===== src/core/ppc_pkg.sv =====
// Constants for the port 1 PHY control and status register bank.
// Assumes a 32-bit AXI4-Lite slave; printed offsets are register
// indices, and each byte address is four times the index.
package ppc_pkg;

  localparam int unsigned PPC_ADDR_W = 12;
  localparam int unsigned PPC_REG_W  = 16;
  localparam int unsigned PPC_IDX_W  = 10;

  // Register indices; byte address = index * 4
  localparam logic [9:0] PPC_IDX_PORT_CTRL     = 10'h07e;
  localparam logic [9:0] PPC_IDX_LINK_STATUS   = 10'h080;
  localparam logic [9:0] PPC_IDX_RESERVED_GAP  = 10'h082;
  localparam logic [9:0] PPC_IDX_BASIC_CTRL    = 10'h090;
  localparam logic [9:0] PPC_IDX_BASIC_STATUS  = 10'h091;
  localparam logic [9:0] PPC_IDX_AUTONEG_ADV   = 10'h092;
  localparam logic [9:0] PPC_IDX_PARTNER_ABL   = 10'h093;
  localparam logic [9:0] PPC_IDX_SPECIAL_CTRL  = 10'h094;

  // port1_phy_control field positions
  localparam int unsigned PC_TX_DIS     = 14;
  localparam int unsigned PC_AN_RESTART = 13;
  localparam int unsigned PC_FEF_DIS    = 12;
  localparam int unsigned PC_PWR_DOWN   = 11;
  localparam int unsigned PC_MDIX_DIS   = 10;
  localparam int unsigned PC_FORCE_MDIX = 9;
  localparam int unsigned PC_FAR_LOOP   = 8;
  localparam int unsigned PC_AN_EN      = 7;
  localparam int unsigned PC_SPEED100   = 6;
  localparam int unsigned PC_FULL_DUP   = 5;
  localparam int unsigned PC_ADV_LSB    = 0;
  localparam int unsigned PC_ADV_W      = 5;
  localparam logic [15:0] PC_RESET      = 16'h00ff;
  // Bits software may store (15 reserved reads zero)
  localparam logic [15:0] PC_RW_MASK    = 16'h7fff;

  // port1_link_status field positions
  localparam int unsigned LS_STD_XOVER  = 15;
  localparam int unsigned LS_POL_REV    = 13;
  localparam int unsigned LS_TX_FC      = 12;
  localparam int unsigned LS_RX_FC      = 11;
  localparam int unsigned LS_SPEED100   = 10;
  localparam int unsigned LS_FULL_DUP   = 9;
  localparam int unsigned LS_FEF        = 8;
  localparam int unsigned LS_MDIX       = 7;
  localparam int unsigned LS_AN_DONE    = 6;
  localparam int unsigned LS_LINK       = 5;
  localparam logic        LS_STD_XOVER_RESET = 1'b1;

  // phy1_basic_control alias positions
  localparam int unsigned BC_LOOP       = 14;
  localparam int unsigned BC_SPEED100   = 13;
  localparam int unsigned BC_AN_EN      = 12;
  localparam int unsigned BC_PWR_DOWN   = 11;
  localparam int unsigned BC_AN_RESTART = 9;
  localparam int unsigned BC_FULL_DUP   = 8;
  localparam int unsigned BC_STD_XOVER  = 5;
  localparam int unsigned BC_FORCE_MDIX = 4;
  localparam int unsigned BC_MDIX_DIS   = 3;
  localparam int unsigned BC_FEF_DIS    = 2;
  localparam int unsigned BC_TX_DIS     = 1;

  // phy1_basic_status alias positions
  localparam int unsigned BS_AN_DONE    = 5;
  localparam int unsigned BS_FEF        = 4;
  localparam int unsigned BS_LINK       = 2;

  // phy1_autoneg_advert / phy1_partner_ability positions
  localparam int unsigned AD_PAUSE      = 10;
  localparam int unsigned AD_100FD      = 8;
  localparam int unsigned AD_100HD      = 7;
  localparam int unsigned AD_10FD       = 6;
  localparam int unsigned AD_10HD       = 5;

  // phy1_special_control alias positions
  localparam int unsigned SC_POL_REV    = 5;
  localparam int unsigned SC_MDIX       = 4;

  localparam logic [1:0] PPC_RESP_OKAY   = 2'b00;
  localparam logic [1:0] PPC_RESP_SLVERR = 2'b10;

endpackage : ppc_pkg


===== src/core/ppc_port1_phy_regs.sv =====
// Port 1 PHY control/status register bank behind an AXI4-Lite slave.
// Assumes PHY status inputs come from logic on clk; PHY control
// outputs are consumed by the PHY core on the same clock.
//
// Chosen here: the AXI4-Lite interface to the registers.
`timescale 1ns/1ps

// Function
// - Control bit 14 set turns the port transmitter off.
// - Writing 1 to bit 13 restarts auto-negotiation; bit then self-clears.
// - Control bit 12 disables far-end-fault detection in fiber mode.
// - Control bit 11 powers the PHY down; registers keep their values.
// - Control bit 10 set disables automatic crossover detection.
// - With crossover detection off, bit 9 forces MDI-X mode.
// - Control bit 8 loops port 2 traffic back at port 1 PHY.
// - Bit 7 enables auto-negotiation, resets 1; else bits 6:5 decide.
// - Without auto-negotiation, bit 6 forces 100 or 10 Mbps; resets 1.
// - Bit 5 forces duplex; failed auto-negotiation always gives half.
// - Bits 4:0, reset 1, advertise pause and four speed/duplex abilities.
// - Status bit 15 writable, resets 1, selects standard crossover algorithm.
// - Status bit 13 reads 1 when receive polarity is reversed.
// - Status bits 12 and 11 show transmit and receive flow control.
// - Status bit 10 reads 1 for resolved 100 Mbps link speed.
// - Status bit 9 reads 1 for resolved full duplex link.
// - Status bit 8 reads 1 on far-end fault in fiber operation.
// - Status bit 7 shows crossover state, 0 MDI, 1 MDI-X.
// - Status bit 6 reads 1 once auto-negotiation has completed.
// - Status bit 5 reads 1 while the link is good.
// - Status bits 4:0 show the link partner's advertised abilities.
module ppc_port1_phy_regs
  import ppc_pkg::*;
(
  input  wire logic                  clk,
  input  wire logic                  rst,
  // AXI4-Lite slave
  input  wire logic [PPC_ADDR_W-1:0] s_axi_awaddr,
  input  wire logic                  s_axi_awvalid,
  output logic                       s_axi_awready,
  input  wire logic [31:0]           s_axi_wdata,
  input  wire logic [3:0]            s_axi_wstrb,
  input  wire logic                  s_axi_wvalid,
  output logic                       s_axi_wready,
  output logic [1:0]                 s_axi_bresp,
  output logic                       s_axi_bvalid,
  input  wire logic                  s_axi_bready,
  input  wire logic [PPC_ADDR_W-1:0] s_axi_araddr,
  input  wire logic                  s_axi_arvalid,
  output logic                       s_axi_arready,
  output logic [31:0]                s_axi_rdata,
  output logic [1:0]                 s_axi_rresp,
  output logic                       s_axi_rvalid,
  input  wire logic                  s_axi_rready,
  // Controls to the PHY core
  output logic                       txDisable,
  output logic                       anRestart,
  output logic                       farEndFaultDisable,
  output logic                       powerDown,
  output logic                       autoMdixDisable,
  output logic                       forceMdix,
  output logic                       farEndLoopback,
  output logic                       anEnable,
  output logic                       forceSpeed100,
  output logic                       forceFullDuplex,
  output logic [PC_ADV_W-1:0]        advertise,
  output logic                       standardCrossoverSel,
  // Status from the PHY core and MAC
  input  wire logic                  fiberMode,
  input  wire logic                  polarityReversed,
  input  wire logic                  txFlowActive,
  input  wire logic                  rxFlowActive,
  input  wire logic                  anSpeed100,
  input  wire logic                  anFullDuplex,
  input  wire logic                  farEndFaultSeen,
  input  wire logic                  mdixDetected,
  input  wire logic                  anDone,
  input  wire logic                  linkGood,
  input  wire logic [PC_ADV_W-1:0]   partnerAbility
);

  // Shared storage: one copy of each control bit, viewed at two addresses
  logic [15:0]             ctrl_r;
  logic [15:0]             ctrlNxt;
  logic                    stdXover_r;
  logic                    stdXoverNxt;

  logic [PPC_ADDR_W-1:0]   awAddr_r;
  logic                    awHeld_r;
  logic [15:0]             wData_r;
  logic [1:0]              wStrb_r;
  logic                    wHeld_r;
  logic                    doWrite;
  logic [PPC_IDX_W-1:0]    wIdx;
  logic [PPC_IDX_W-1:0]    rIdx;
  logic [15:0]             laneMask;
  logic [15:0]             wSet;
  logic                    wHit;
  logic [15:0]             rVal;
  logic                    rHit;

  // Resolved status
  logic                    opSpeed100;
  logic                    opFullDuplex;
  logic                    opMdix;
  logic                    opFef;
  logic [15:0]             statusWord;

  assign wIdx     = awAddr_r[PPC_ADDR_W-1:2];
  assign rIdx     = s_axi_araddr[PPC_ADDR_W-1:2];
  assign laneMask = {{8{wStrb_r[1]}}, {8{wStrb_r[0]}}};
  assign wSet     = wData_r & laneMask;

  // Write address and data are taken independently, in either order
  assign s_axi_awready = !awHeld_r && !s_axi_bvalid;
  assign s_axi_wready  = !wHeld_r && !s_axi_bvalid;
  assign doWrite       = awHeld_r && wHeld_r && !s_axi_bvalid;

  always_ff @(posedge clk or posedge rst) begin
    if (rst) begin
      awHeld_r <= 1'b0;
      awAddr_r <= '0;
    end else if (s_axi_awvalid && s_axi_awready) begin
      awHeld_r <= 1'b1;
      awAddr_r <= s_axi_awaddr;
    end else if (doWrite) begin
      awHeld_r <= 1'b0;
    end
  end

  always_ff @(posedge clk or posedge rst) begin
    if (rst) begin
      wHeld_r <= 1'b0;
      wData_r <= '0;
      wStrb_r <= '0;
    end else if (s_axi_wvalid && s_axi_wready) begin
      wHeld_r <= 1'b1;
      wData_r <= s_axi_wdata[15:0];
      wStrb_r <= s_axi_wstrb[1:0];
    end else if (doWrite) begin
      wHeld_r <= 1'b0;
    end
  end

  // Decode a write into the shared control storage
  always_comb begin
    ctrlNxt     = ctrl_r;
    stdXoverNxt = stdXover_r;
    wHit        = 1'b1;
    ctrlNxt[PC_AN_RESTART] = 1'b0;
    if (doWrite) begin
      unique case (wIdx)
        PPC_IDX_PORT_CTRL: begin
          ctrlNxt = (ctrl_r & ~(laneMask & PC_RW_MASK))
                  | (wSet & PC_RW_MASK);
          ctrlNxt[PC_AN_RESTART] = wSet[PC_AN_RESTART];
        end
        PPC_IDX_LINK_STATUS: begin
          if (wStrb_r[1]) begin
            stdXoverNxt = wData_r[LS_STD_XOVER];
          end
        end
        PPC_IDX_BASIC_CTRL: begin
          if (wStrb_r[1]) begin
            ctrlNxt[PC_FAR_LOOP]   = wData_r[BC_LOOP];
            ctrlNxt[PC_SPEED100]   = wData_r[BC_SPEED100];
            ctrlNxt[PC_AN_EN]      = wData_r[BC_AN_EN];
            ctrlNxt[PC_PWR_DOWN]   = wData_r[BC_PWR_DOWN];
            ctrlNxt[PC_AN_RESTART] = wData_r[BC_AN_RESTART];
            ctrlNxt[PC_FULL_DUP]   = wData_r[BC_FULL_DUP];
          end
          if (wStrb_r[0]) begin
            stdXoverNxt            = wData_r[BC_STD_XOVER];
            ctrlNxt[PC_FORCE_MDIX] = wData_r[BC_FORCE_MDIX];
            ctrlNxt[PC_MDIX_DIS]   = wData_r[BC_MDIX_DIS];
            ctrlNxt[PC_FEF_DIS]    = wData_r[BC_FEF_DIS];
            ctrlNxt[PC_TX_DIS]     = wData_r[BC_TX_DIS];
          end
        end
        PPC_IDX_AUTONEG_ADV: begin
          if (wStrb_r[1]) begin
            ctrlNxt[4] = wData_r[AD_PAUSE];
            ctrlNxt[3] = wData_r[AD_100FD];
          end
          if (wStrb_r[0]) begin
            ctrlNxt[2] = wData_r[AD_100HD];
            ctrlNxt[1] = wData_r[AD_10FD];
            ctrlNxt[0] = wData_r[AD_10HD];
          end
        end
        PPC_IDX_RESERVED_GAP, PPC_IDX_BASIC_STATUS,
        PPC_IDX_PARTNER_ABL, PPC_IDX_SPECIAL_CTRL: begin
          wHit = 1'b1;
        end
        default: begin
          wHit = 1'b0;
        end
      endcase
    end
  end

  // Power-down is just another stored bit, so nothing else is touched
  always_ff @(posedge clk or posedge rst) begin
    if (rst) begin
      ctrl_r     <= PC_RESET;
      stdXover_r <= LS_STD_XOVER_RESET;
    end else begin
      ctrl_r     <= ctrlNxt;
      stdXover_r <= stdXoverNxt;
    end
  end

  always_ff @(posedge clk or posedge rst) begin
    if (rst) begin
      s_axi_bvalid <= 1'b0;
      s_axi_bresp  <= PPC_RESP_OKAY;
    end else if (doWrite) begin
      s_axi_bvalid <= 1'b1;
      s_axi_bresp  <= wHit ? PPC_RESP_OKAY : PPC_RESP_SLVERR;
    end else if (s_axi_bready) begin
      s_axi_bvalid <= 1'b0;
    end
  end

  // Controls to the PHY come straight from storage; forceMdix is bit 9 gated by bit 10
  assign txDisable            = ctrl_r[PC_TX_DIS];
  assign anRestart            = ctrl_r[PC_AN_RESTART];
  assign farEndFaultDisable   = ctrl_r[PC_FEF_DIS];
  assign powerDown            = ctrl_r[PC_PWR_DOWN];
  assign autoMdixDisable      = ctrl_r[PC_MDIX_DIS];
  assign forceMdix            = ctrl_r[PC_MDIX_DIS]
                              & ctrl_r[PC_FORCE_MDIX];
  assign farEndLoopback       = ctrl_r[PC_FAR_LOOP];
  assign anEnable             = ctrl_r[PC_AN_EN];
  assign forceSpeed100        = ctrl_r[PC_SPEED100];
  assign forceFullDuplex      = ctrl_r[PC_FULL_DUP];
  assign advertise            = ctrl_r[PC_ADV_LSB +: PC_ADV_W];
  assign standardCrossoverSel = stdXover_r;

  // Resolved operating state as software sees it
  assign opSpeed100   = ctrl_r[PC_AN_EN] ? anSpeed100
                                         : ctrl_r[PC_SPEED100];
  assign opFullDuplex = ctrl_r[PC_AN_EN] ? (anDone & anFullDuplex)
                                         : ctrl_r[PC_FULL_DUP];
  assign opMdix       = ctrl_r[PC_MDIX_DIS] ? ctrl_r[PC_FORCE_MDIX]
                                            : mdixDetected;
  // Fault masked when disabled or outside fiber mode
  assign opFef        = farEndFaultSeen & fiberMode
                      & ~ctrl_r[PC_FEF_DIS];

  always_comb begin
    statusWord               = '0;
    statusWord[LS_STD_XOVER] = stdXover_r;
    statusWord[LS_POL_REV]   = polarityReversed;
    statusWord[LS_TX_FC]     = txFlowActive;
    statusWord[LS_RX_FC]     = rxFlowActive;
    statusWord[LS_SPEED100]  = opSpeed100;
    statusWord[LS_FULL_DUP]  = opFullDuplex;
    statusWord[LS_FEF]       = opFef;
    statusWord[LS_MDIX]      = opMdix;
    statusWord[LS_AN_DONE]   = anDone;
    statusWord[LS_LINK]      = linkGood;
    statusWord[4:0]          = partnerAbility;
  end

  // Read decode; reserved and unused bits read as zero
  always_comb begin
    rVal = '0;
    rHit = 1'b1;
    unique case (rIdx)
      PPC_IDX_PORT_CTRL: begin
        rVal = ctrl_r & PC_RW_MASK;
      end
      PPC_IDX_LINK_STATUS: begin
        rVal = statusWord;
      end
      PPC_IDX_RESERVED_GAP: begin
        rVal = '0;
      end
      PPC_IDX_BASIC_CTRL: begin
        rVal[BC_LOOP]       = ctrl_r[PC_FAR_LOOP];
        rVal[BC_SPEED100]   = ctrl_r[PC_SPEED100];
        rVal[BC_AN_EN]      = ctrl_r[PC_AN_EN];
        rVal[BC_PWR_DOWN]   = ctrl_r[PC_PWR_DOWN];
        rVal[BC_AN_RESTART] = ctrl_r[PC_AN_RESTART];
        rVal[BC_FULL_DUP]   = ctrl_r[PC_FULL_DUP];
        rVal[BC_STD_XOVER]  = stdXover_r;
        rVal[BC_FORCE_MDIX] = ctrl_r[PC_FORCE_MDIX];
        rVal[BC_MDIX_DIS]   = ctrl_r[PC_MDIX_DIS];
        rVal[BC_FEF_DIS]    = ctrl_r[PC_FEF_DIS];
        rVal[BC_TX_DIS]     = ctrl_r[PC_TX_DIS];
      end
      PPC_IDX_BASIC_STATUS: begin
        rVal[BS_AN_DONE] = anDone;
        rVal[BS_FEF]     = opFef;
        rVal[BS_LINK]    = linkGood;
      end
      PPC_IDX_AUTONEG_ADV: begin
        rVal[AD_PAUSE] = ctrl_r[4];
        rVal[AD_100FD] = ctrl_r[3];
        rVal[AD_100HD] = ctrl_r[2];
        rVal[AD_10FD]  = ctrl_r[1];
        rVal[AD_10HD]  = ctrl_r[0];
      end
      PPC_IDX_PARTNER_ABL: begin
        rVal[AD_PAUSE] = partnerAbility[4];
        rVal[AD_100FD] = partnerAbility[3];
        rVal[AD_100HD] = partnerAbility[2];
        rVal[AD_10FD]  = partnerAbility[1];
        rVal[AD_10HD]  = partnerAbility[0];
      end
      PPC_IDX_SPECIAL_CTRL: begin
        rVal[SC_POL_REV] = polarityReversed;
        rVal[SC_MDIX]    = opMdix;
      end
      default: begin
        rHit = 1'b0;
      end
    endcase
  end

  // One read at a time; address taken only while no data is pending
  assign s_axi_arready = !s_axi_rvalid;

  always_ff @(posedge clk or posedge rst) begin
    if (rst) begin
      s_axi_rvalid <= 1'b0;
      s_axi_rdata  <= '0;
      s_axi_rresp  <= PPC_RESP_OKAY;
    end else if (s_axi_arvalid && s_axi_arready) begin
      s_axi_rvalid <= 1'b1;
      s_axi_rdata  <= {16'h0000, rVal};
      s_axi_rresp  <= rHit ? PPC_RESP_OKAY : PPC_RESP_SLVERR;
    end else if (s_axi_rready) begin
      s_axi_rvalid <= 1'b0;
    end
  end

endmodule : ppc_port1_phy_regs


===== config.mk =====
export PLATFORM = sky130hd
export DESIGN_NAME = ppc_port1_phy_regs
export DESIGN_NICKNAME = d
export VERILOG_FILES = /design/src/core/ppc_pkg.sv /design/src/core/ppc_port1_phy_regs.sv
export SDC_FILE = /design/constraint.sdc
export NUM_CORES = 1
export LEC_CHECK = 0
export BUFFER_PORTS_ARGS = -buffer_cell sky130_fd_sc_hd__buf_2
export CAP_MARGIN = 20
export CORE_MARGIN = 8
export CORE_UTILIZATION = 49
export CTS_CLUSTER_DIAMETER = 30
export CTS_CLUSTER_SIZE = 14
export DETAILED_ROUTE_END_ITERATION = 8
export PLACE_DENSITY_LB_ADDON = 0.25
export SKIP_CTS_REPAIR_TIMING = 1
export SYNTH_ARGS = -nofsm -noshare
export SYNTH_HDL_FRONTEND = slang
export SYNTH_SLANG_ARGS = --single-unit

===== constraint.sdc =====
create_clock -name clk -period 2.4 [get_ports clk]
set_input_delay 0.48 -clock clk [delete_from_list [all_inputs] [get_ports clk]]
set_output_delay 0.48 -clock clk [all_outputs]
set_load 0.02 [all_outputs]

Yosys cells after proc, flatten, opt, wreduce, memory -nomap -nowiden
Index checks and enable logic that the tools add are counted.
- input port bits: 82
- word-level logic and storage cells: 114
- flip-flop bits (word level): 71
- bitwise logic cells: 9
- reductions and logical operators: 26
- mux-type cells: 41
- eq/ne operators: 21
- operators with widths (kind ; count):
    $eq A10 B8 Y1 const B ; 14
    $eq A10 B7 Y1 const B ; 2
    $mux W1 ; 20
    $pmux W10 S2 ; 1
    $and A16 B16 Y16 ; 1
    $not A15 Y16 ; 1
    $or A16 B15 Y16 ; 1
    $reduce_or A8 Y1 ; 2
    $and A15 B15 Y15 ; 1
    $mux W14 ; 1
    $reduce_bool A2 Y1 ; 7
    $pmux W4 S3 ; 1
    $reduce_and A3 Y1 ; 4
    $ne A2 B2 Y1 const B ; 5
    $pmux W1 S5 ; 2
    $pmux W5 S2 ; 1
    $pmux W1 S3 ; 3
    $mux W2 ; 4
    $pmux W1 S4 ; 2
    $pmux W2 S4 ; 1
    $logic_and A1 B1 Y1 ; 7
    $pmux W1 S7 ; 1
    $and A1 B1 Y1 ; 4
    $logic_not A1 Y1 ; 4
    other kinds (6) ; 7

Logic depth before layout (Yosys ltp)
Gate-level depths: netlist (run 1).
- word-level depth: 5
- mapped depth: 7
- mapped depth without buffers: 5

Least setup slack after synthesis (run 1)
No wires, ideal clock.
- path kind: input to register
- start point: input s_axi_araddr[5]
- end point: register s_axi_rdata[9]
- stages on the path: 5
- arrival time: 1901 ps
- setup slack: 412 ps
- path buffers: 0
- cells stage by stage: or4b_4 -> or3_4 -> nor3_4 -> a22oi_1 -> a22oi_1
- cells in the longest elaborated chain, start to end: 2
- RTL lines (element ; RTL line ; source):
    start: declaration ; ppc_port1_phy_regs.sv:46 ; input wire logic [PPC_ADDR_W-1:0] s_axi_araddr,
    $eq A10 B8 Y1 or $eq A10 B7 Y1 (tied branches) ; ppc_port1_phy_regs.sv:268 ; unique case (rIdx)
    $pmux W1 S3 (*) ; ppc_port1_phy_regs.sv:268 ;
    end signal: assignment ; ppc_port1_phy_regs.sv:330 ; s_axi_rdata <= {16'h0000, rVal};
    end: declaration ; ppc_port1_phy_regs.sv:49 ; output logic [31:0] s_axi_rdata,
Every way passes the cells marked *; elsewhere a longest branch is shown, timed or not.
A chain may end at the register's enable or synchronous reset.

Worst setup path after layout (run 1)
- start point: register awAddr_r[5]
- end point: register ctrl_r[9]
- cells in the longest elaborated chain, start to end: 3
- RTL lines (element ; RTL line ; source):
    start: declaration ; ppc_port1_phy_regs.sv:86 ; logic [PPC_ADDR_W-1:0] awAddr_r;
    start signal: assignment ; ppc_port1_phy_regs.sv:123 ; awAddr_r <= s_axi_awaddr;
    $eq A10 B8 Y1 or $eq A10 B7 Y1 (tied branches) ; ppc_port1_phy_regs.sv:150 ; unique case (wIdx)
    $ne A2 B2 Y1 (no source line) or $reduce_bool A2 Y1 (tied branches) ; n/a ;
    $reduce_and A3 Y1 (no source line) ; n/a ;
    end signal: assignment ; ppc_port1_phy_regs.sv:206 ; ctrl_r <= ctrlNxt;
    end: declaration ; ppc_port1_phy_regs.sv:81 ; logic [15:0] ctrl_r;
Parallel ways exist; a longest one is shown, timed or not.

==> results.cfg, run 1 <==
[pwr]
p_leak_nw = 2.02
ir_drop_uv = 769
power.density_nw_per_um2 = 866

[cts]
clockBufferDepth = 2
path_clk_slew_ns = 0.07
clk_latency_ns = 0.33
cts_buffers = 9
clock-sinks = 66
cts_root_buffer = clkbuf_8
cts_tree = done
h-tree-depth = 3

[place]
pre_cts_ws_ns = 0.128
placed_cell_area_um2 = 4170
place_congestion = 0.889
place.port_buffers = 98
dp.final_hpwl_um = 7360

[timing]
period_minus_slack_ns = 2.16
fmax_ghz = 0.464
period_share_pct = 89.9
tightest_slew_ns = 0.649
timing_max_transition_violations_final = 0
slew_headroom_pct = 56.2
fin_setup_tns_ns = 0
final.setup_skew_ns = 0.00606
layout_setup_ws_ns = 0.243
hold_viol_final = 0
rsz0062_at_grt = false
finalSetupViolations = 0

[logic_synthesis]
yosysMostFrequentCell = dfrtp_1
syn-cell-area_um2 = 3640
seq_area_frac_synth_pct = 45.7
synth_seq_cells = 66
synth_ff_type = dfrtp_1
yosys_warnings = 0
synth_largest_area_cell = dfrtp_1
ys_async_sr_fraction_pct = 100
synth_area_leaders = dfrtp_1 39%, mux2_2 12%, dfstp_2 6.5%, buf_4 5.0%, nand2_1 3.4%
synthCells = 348
synth_top_area_share_pct = 39.2
synth_common_cells = 57 x dfrtp_1, 38 x mux2_2, 33 x nand2_1, 24 x buf_4, 21 x nor2_1
synth_edf_count = 0
synth_cell_type_count = 45
synth_area_per_cell_um2 = 10.4

[route]
finalWirelength_um = 9620
avgViaCountPerCell = 5.54
dr_total_vias = 3055
drt_iter0_drc = 149
routedWlPerCell_um = 17.5
detail-route-antenna-nets = 0
drc = 0
firstDrtPassIters = 4

[floorplan]
rows = 31
core_area_um2 = 7210
start_util_pct = 50.4
die-area_um2 = 10400
ios = 139
die_h_um = 102
fp.dieW_um = 102

[setup_path]
end_kind = register
crit_path_cell_trace = or4b_4 > nor4_4 > a21oi_1 > o211ai_1 > a22o_1
r2r_slack_ns = 0.24
arrival_ns = 2.42
critical-path-slowest-cell = or4b_4
crit_cells = 5
crit_required_ns = 2.67
crit_path_max_fanout = 9
reg2reg_depth = 5
critPathLaunchType = register
crit_family = simple AND/OR/NAND/NOR gates
cp_num_buf_inv = 0
r2r_start = awAddr_r[5]$_DFFE_PP0P_
r2r_end = ctrl_r[9]$_DFFE_PP0P_
crit_type = reg -> reg
crit_path_max_incr_delay_ns = 0.60

[global_routing]
grt_max_degree = 67
grt.overflow.total = 0
grt_util_met2_pct = 29.0
use_met3_pct = 4.43
grt_use_met1_pct = 23.9
grtUsageTotal_pct = 18.5
grt_pass1_wl_um = 15200
busiest_layer = met2
grt_pass1_vias = 3062
antenna_found_initial = 0

[flow_run]
maxCapViolations = 0

[min_path]
min_path_type = in -> async

[cells_and_area]
n_antenna_cell = 0
num-fill-cells = 654
nNetsFinal = 529
regArea_um2 = 1660
area_growth_pct = 20.0
drive_gt1_share_pct = 40.9
multi_input_area_um2 = 1770
design_area_um2 = 4360

[status]
outcome = completed
==> registers in the layout, summed over array words and instances, names as in the netlist, 2 cells and up, named ones only <==
register / flops
awAddr_r: 10
ctrl_r: 10
s_axi_rdata: 16
wData_r: 16
wStrb_r: 2
==> report_power, final <==
part / switching [mW] / internal, mW
Sequential: 0.333 / 1.43
Clock: 0.414 / 0.537
Combinational: 0.569 / 0.494
==> layer usage <==
layer	vias to the layer above	wire length, um
met5	-	0
met4	0	138
met3	11	852
met2	133	4380
met1	1470	4250
li1	1441	-
==> layout by cell type (no fill, tap or decap), drive strengths merged, types with 12 or more instances in the layout <==
| cell type | instances |
|---|---|
| a22oi | 12 |
| nor2 | 21 |
| nor3 | 13 |
| clkbuf | 14 |
| o21ai | 15 |
| mux2 | 38 |
| nand2 | 33 |
| conb | 18 |
| dfrtp | 57 |
| a21oi | 19 |
| buf | 109 |
==> worst max-delay path by stage <==
stage	startpoint	endpoint	slack, ns
floorplan	rst	awAddr_r[10]$_DFFE_PP0P_	0.28
global placement	s_axi_araddr[5]	s_axi_rdata[10]$_DFFE_PP0P_	0.13
detailed placement	s_axi_araddr[5]	s_axi_rdata[2]$_DFFE_PP0P_	0.13
CTS	awAddr_r[5]$_DFFE_PP0P_	ctrl_r[9]$_DFFE_PP0P_	0.25
global route	awAddr_r[5]$_DFFE_PP0P_	ctrl_r[9]$_DFFE_PP0P_	0.06
finish	awAddr_r[5]$_DFFE_PP0P_	ctrl_r[9]$_DFFE_PP0P_	0.24
==> worst register-to-register path: cells and delay by family (launching register included) <==
kind	cells	cell delay, ns
simple gates	2	1.10
compound gates	3	0.59
flops	1	0.40
==> through the flow <==
stage,cells,util (%),power [mW],hold slack [ns]
final,551,60.5,3.78,0.199
after detailed placement,535,57.7,2.85,0.466
after floorplan,365,-,2.52,0.477
after global routing,551,60.5,3.98,0.233
after global placement,535,57.7,2.80,0.448
after CTS,551,60.5,3.80,0.217
==> cells by family (layout without fill, tap and decap cells) <==
| kind of cell | count (synthesis) | count (layout) | share of synthesized area (%) |
|---|---|---|---|
| flops | 66 | 66 | 45.7 |
| other cells | 1 | 18 | 0.103 |
| mux | 42 | 42 | 13.2 |
| fa+ha+maj | 1 | 1 | 0.275 |
| buf+inv | 45 | 132 | 7.43 |
| simple gates | 110 | 110 | 17.7 |
| compound gates | 83 | 83 | 15.5 |
==> final cells by class <==
type                            instances  share of cell area [%]
Clock buffer                           14                    3.73
Clock inverter                          2                   0.803
Inverter                                7                   0.602
Multi-Input combinational cell        254                    40.5
Sequential cell                        66                    38.1
Tap cell                               99                    2.84
Timing Repair Buffer                  109                    13.4
(Power assumes the default switching activity.)
==> inputs of run 2 (changes only) <==
Settings changed: CORE_UTILIZATION 49 to 53.
Clock period 2.4 ns to 2.8 ns, I/O delays scaled along.
==> run 2 against run 1 <==
Compared with the run above:
- count of clock-buffer cells in the layout unchanged
- global-route usage increased by 1.6 points
- sequential power decreased by 14%
- critical path depth unchanged
- power decreased by 16%
- setup slack improved by 0.34 ns
- first-iteration DRC count decreased by 7.4%
- critical path type unchanged
- critical endpoint unchanged
==> results.cfg, run 2 (same netlist as run 1, synthesis figures left out) <==
[cells_and_area]
area_growth_pct = 18.3
drive_gt1_share_pct = 40.8
num-fill-cells = 589
multi_input_area_um2 = 1770
regArea_um2 = 1660
n_antenna_cell = 0
nNetsFinal = 526
design_area_um2 = 4300
final_common_cell = buf_2
largestRegisters = s_axi_rdata (16), wData_r (16)
mostFrequentLayoutCells = 98 x buf_2, 57 x dfrtp_1, 38 x mux2_2, 33 x nand2_1, 21 x nor2_1

[timing]
final.setup_skew_ns = 0.0157
finalSetupViolations = 0
tightest_slew_ns = 0.815
timing_max_transition_violations_final = 0
rsz0062_at_grt = false
fmax_ghz = 0.450
slew_headroom_pct = 45.7
hold_ws_ns = 0.278
period_share_pct = 79.3
fin_setup_tns_ns = 0
period_minus_slack_ns = 2.22
hold_viol_final = 0

[route]
drc = 0
detail-route-antenna-nets = 0
avgViaCountPerCell = 5.72
firstDrtPassIters = 4
routedWlPerCell_um = 18.3
drt_iter0_drc = 138
finalWirelength_um = 9680
dr_total_vias = 3025

[setup_path]
arrival_ns = 2.48
end_kind = register
crit_required_ns = 3.06
crit_type = reg -> reg
critPathLaunchType = register
crit_path_max_fanout = 11

[min_path]
min_path_type = in -> async

[global_routing]
grt_pass1_wl_um = 15800
grt_max_degree = 67
grt.overflow.total = 0
grtUsageTotal_pct = 20.0
antenna_found_initial = 0
grt_pass1_vias = 3182

[place]
placed_cell_area_um2 = 4120
place_congestion = 0.893
place.port_buffers = 98
dp.final_hpwl_um = 7330

[pwr]
power_mw = 3.17
p_leak_nw = 2.00
power.density_nw_per_um2 = 736
ir_drop_uv = 828

[flow_run]
maxCapViolations = 0

[cts]
clk_latency_ns = 0.33
cts_buffers = 9
path_clk_slew_ns = 0.08
clock-sinks = 66
h-tree-depth = 3
cts_tree = done
cts_root_buffer = clkbuf_8
clockBufferDepth = 2

[floorplan]
start_util_pct = 54.1
ios = 139
fp.dieW_um = 98.8
core_area_um2 = 6720
die_h_um = 98.8
rows = 30
die-area_um2 = 9770

[status]
outcome = completed
run 2: changes by cell type in the layout (fill, tap and decap cells not counted):
cell and change:
clkbuf_1 -1, clkbuf_8 +1, buf_4 -3, bufinv_16 -1, clkinv_2 +1
run 2: cell type report:
cell class              count  area share [%]
clock buffers              14            4.01
clock inverters             2           0.233
inverters                   7           0.611
multi-input cells         254            41.1
flip-flops and latches     66            38.7
well taps                  80            2.33
repair buffers            106            13.1
run 2: final timing paths:
path / start / end / slack [ns] / cells after the start
setup / recovery: awAddr_r[5]$_DFFE_PP0P_ / ctrl_r[9]$_DFFE_PP0P_ / 0.58 / 5
hold / removal: rst / s_axi_rvalid$_DFFE_PP0P_ / 0.28 / 3
setup reg to reg: awAddr_r[5]$_DFFE_PP0P_ / ctrl_r[9]$_DFFE_PP0P_ / 0.58 / 5
hold reg to reg: s_axi_rdata[8]$_DFFE_PP0P_ / s_axi_rdata[8]$_DFFE_PP0P_ / 0.47 / 2
max in group asynchronous: rst / async pin / 2.17 / 3
min in group clk: s_axi_bready / s_axi_bvalid$_DFFE_PP0P_ / 0.40 / 2
run 2: routing by layer:
layer / vias to the layer above / routed length [um] / track usage (%)
met5: - / 0 / 0
met4: 0 / 87 / 6.49
met3: 10 / 831 / 6.77
met2: 121 / 4680 / 34.0
met1: 1463 / 4080 / 23.1
li1: 1431 / - / -
run 2: critical path: stages (launching register included):
cell	delay, ns
dfrtp_1	0.40
or4b_4	0.60
nor4_4	0.55
a21oi_1	0.21
o211ai_1	0.21
a22o_1	0.19
run 2: where the power goes:
part	switching [mW]	internal, mW
logic	0.485	0.419
clock network	0.349	0.393
registers	0.295	1.23
run 2: stage by stage:
stage,instances,utilization [%],worst slack [ns]
6_report,529,64.0,0.579
5_1_grt,529,64.0,0.450
4_1_cts,529,64.0,0.589
3_5_place_dp,513,61.3,0.424
3_3_place_gp,513,61.3,0.443
2_1_floorplan,365,-,0.600
==> inputs of run 3 (changes only) <==
Settings changed: CORE_UTILIZATION 53 to 45.
Clock period 2.8 ns to 1.9 ns, I/O delays scaled along.
==> run 3 against run 2 <==
Compared with the run above:
- the flow now finishes with violations (setup timing)
- first-iteration DRC count down 29%
- power grew 57%
- register-to-register slack worse by 0.64 ns
- clock skew is 0.0041 ns lower
- setup slack worse by 0.64 ns
- flip-flop and latch count unchanged
- cell area rose by 5.9%
- wire length is 4.7% higher
- count of clock-buffer cells in the layout is 1 lower
- global-route usage down 1.9 points
- die area rose by 15%
- critical path depth is the same
==> results.cfg, run 3 (same netlist as run 1, synthesis figures left out) <==
[floorplan]
die-area_um2 = 11200
fp.dieW_um = 106
start_util_pct = 46.8
die_h_um = 106
ios = 139
core_area_um2 = 7770
rows = 32

[cells_and_area]
design_area_um2 = 4550
nNetsFinal = 547
area_growth_pct = 25.3
final_common_cell = buf_2
mostFrequentLayoutCells = 98 x buf_2, 57 x dfrtp_1, 37 x mux2_2, 33 x nand2_1, 26 x buf_4
drive_gt1_share_pct = 45.1
num-fill-cells = 708
layoutNonFillerInstCount = 572
multi_input_area_um2 = 1810
n_antenna_cell = 0
regArea_um2 = 1660
largestRegisters = s_axi_rdata (16), wData_r (16)
finalCoreUtilization_pct = 58.6

[timing]
slew_headroom_pct = 59.7
final.setup_skew_ns = 0.0116
hold_ws_ns = 0.0281
layout_setup_ws_ns = -0.0571
rsz0062_at_grt = true
tightest_slew_ns = 0.599
timing_max_transition_violations_final = 0
fmax_ghz = 0.511
hold_viol_final = 0
finalSetupViolations = 4
period_minus_slack_ns = 1.96
period_share_pct = 103

[route]
drc = 0
avgViaCountPerCell = 5.47
detail-route-antenna-nets = 0
finalWirelength_um = 10100
drt_iter0_drc = 98
routedWlPerCell_um = 17.7
firstDrtPassIters = 4
dr_total_vias = 3129

[place]
pre_cts_ws_ns = -0.218
place_inst = 556
dp.final_hpwl_um = 7820
place_congestion = 0.871
placed_cell_area_um2 = 4310
place.port_buffers = 98

[pwr]
p_leak_nw = 2.13
power.density_nw_per_um2 = 1090
ir_drop_uv = 866

[cts]
cts_root_buffer = clkbuf_8
cts_buffers = 9
clock-sinks = 66
cts_tree = done
path_clk_slew_ns = 0.08
clockBufferDepth = 2
clk_latency_ns = 0.34
h-tree-depth = 3

[setup_path]
crit_required_ns = 2.16
arrival_ns = 2.22
crit_type = reg -> reg
critPathLaunchType = register
crit_path_max_fanout = 4
end_kind = register

[global_routing]
antenna_found_initial = 0
grt.overflow.total = 0
grt_max_degree = 39
grt_pass1_wl_um = 16400
grtUsageTotal_pct = 18.1
grt_pass1_vias = 3225

[status]
violations = setup timing
outcome = finished with violations

[flow_run]
maxCapViolations = 0

[min_path]
min_path_type = in -> async
## run 3: cell count changes in the layout (fill, tap and decap cells not counted), moves of 2 or more
| cell | before | now |
|---|---|---|
| a32o_1 | 5 | 3 |
| a32o_2 | 0 | 2 |
| buf_4 | 7 | 26 |
| buf_6 | 0 | 2 |
| nor3_1 | 9 | 5 |
| nor3_2 | 2 | 5 |
## run 3: final timing paths
kind                                                  from                         end  slack (ns)  cells after the start
worst min register to register  s_axi_rdata[8]$_DFFE_PP0P_  s_axi_rdata[8]$_DFFE_PP0P_        0.48                      2
worst max register to register     awAddr_r[5]$_DFFE_PP0P_                    register       -0.06                      5
worst max-delay path               awAddr_r[5]$_DFFE_PP0P_                    register       -0.06                      5
worst min-delay path                                   rst    s_axi_rvalid$_DFFE_PP0P_        0.03                      2
min in group clk                              s_axi_rready    s_axi_rvalid$_DFFE_PP0P_        0.21                      2
max in group asynchronous                              rst                   async pin        1.28                      3
## run 3: per-layer routing
metal | global-route usage [%] | share of wire, % | vias up
met4 | 5.43 | 1.1 | 0
met1 | 23.0 | 43 | 1510
met3 | 6.28 | 8.9 | 11
met2 | 28.3 | 47 | 131
met5 | 0 | 0 | -
li1 | - | - | 1477
## run 3: where the power goes
part | switching [mW] | internal, mW | total, mW
Combinational | 0.824 | 0.764 | 1.59
Clock | 0.512 | 0.675 | 1.19
Sequential | 0.387 | 1.81 | 2.19
Total | 1.72 | 3.25 | 4.97
## run 3: layout make-up
| cell class | instances | share of cell area, % |
|---|---|---|
| clock buffer | 13 | 3.49 |
| clock inverter | 3 | 0.879 |
| inverter | 7 | 0.659 |
| multi-input combinational | 254 | 39.7 |
| sequential | 66 | 36.5 |
| tap | 102 | 2.80 |
| timing repair buffer | 127 | 16.0 |
## run 3: stage by stage
stage	setup TNS [ns]	power [mW]
floorplan	-0.153	3.18
global placement	-2.53	3.71
detailed placement	-2.64	3.78
CTS	-0.745	4.99
global route	-1.23	5.27
finish	-0.137	4.97
## run 3: worst max-delay path: stages (launching register included)
cell	delay, ns
dfrtp_1	0.40
or4b_4	0.59
nor4_4	0.19
nor2_1	0.11
nor3_4	0.22
mux2_2	0.37
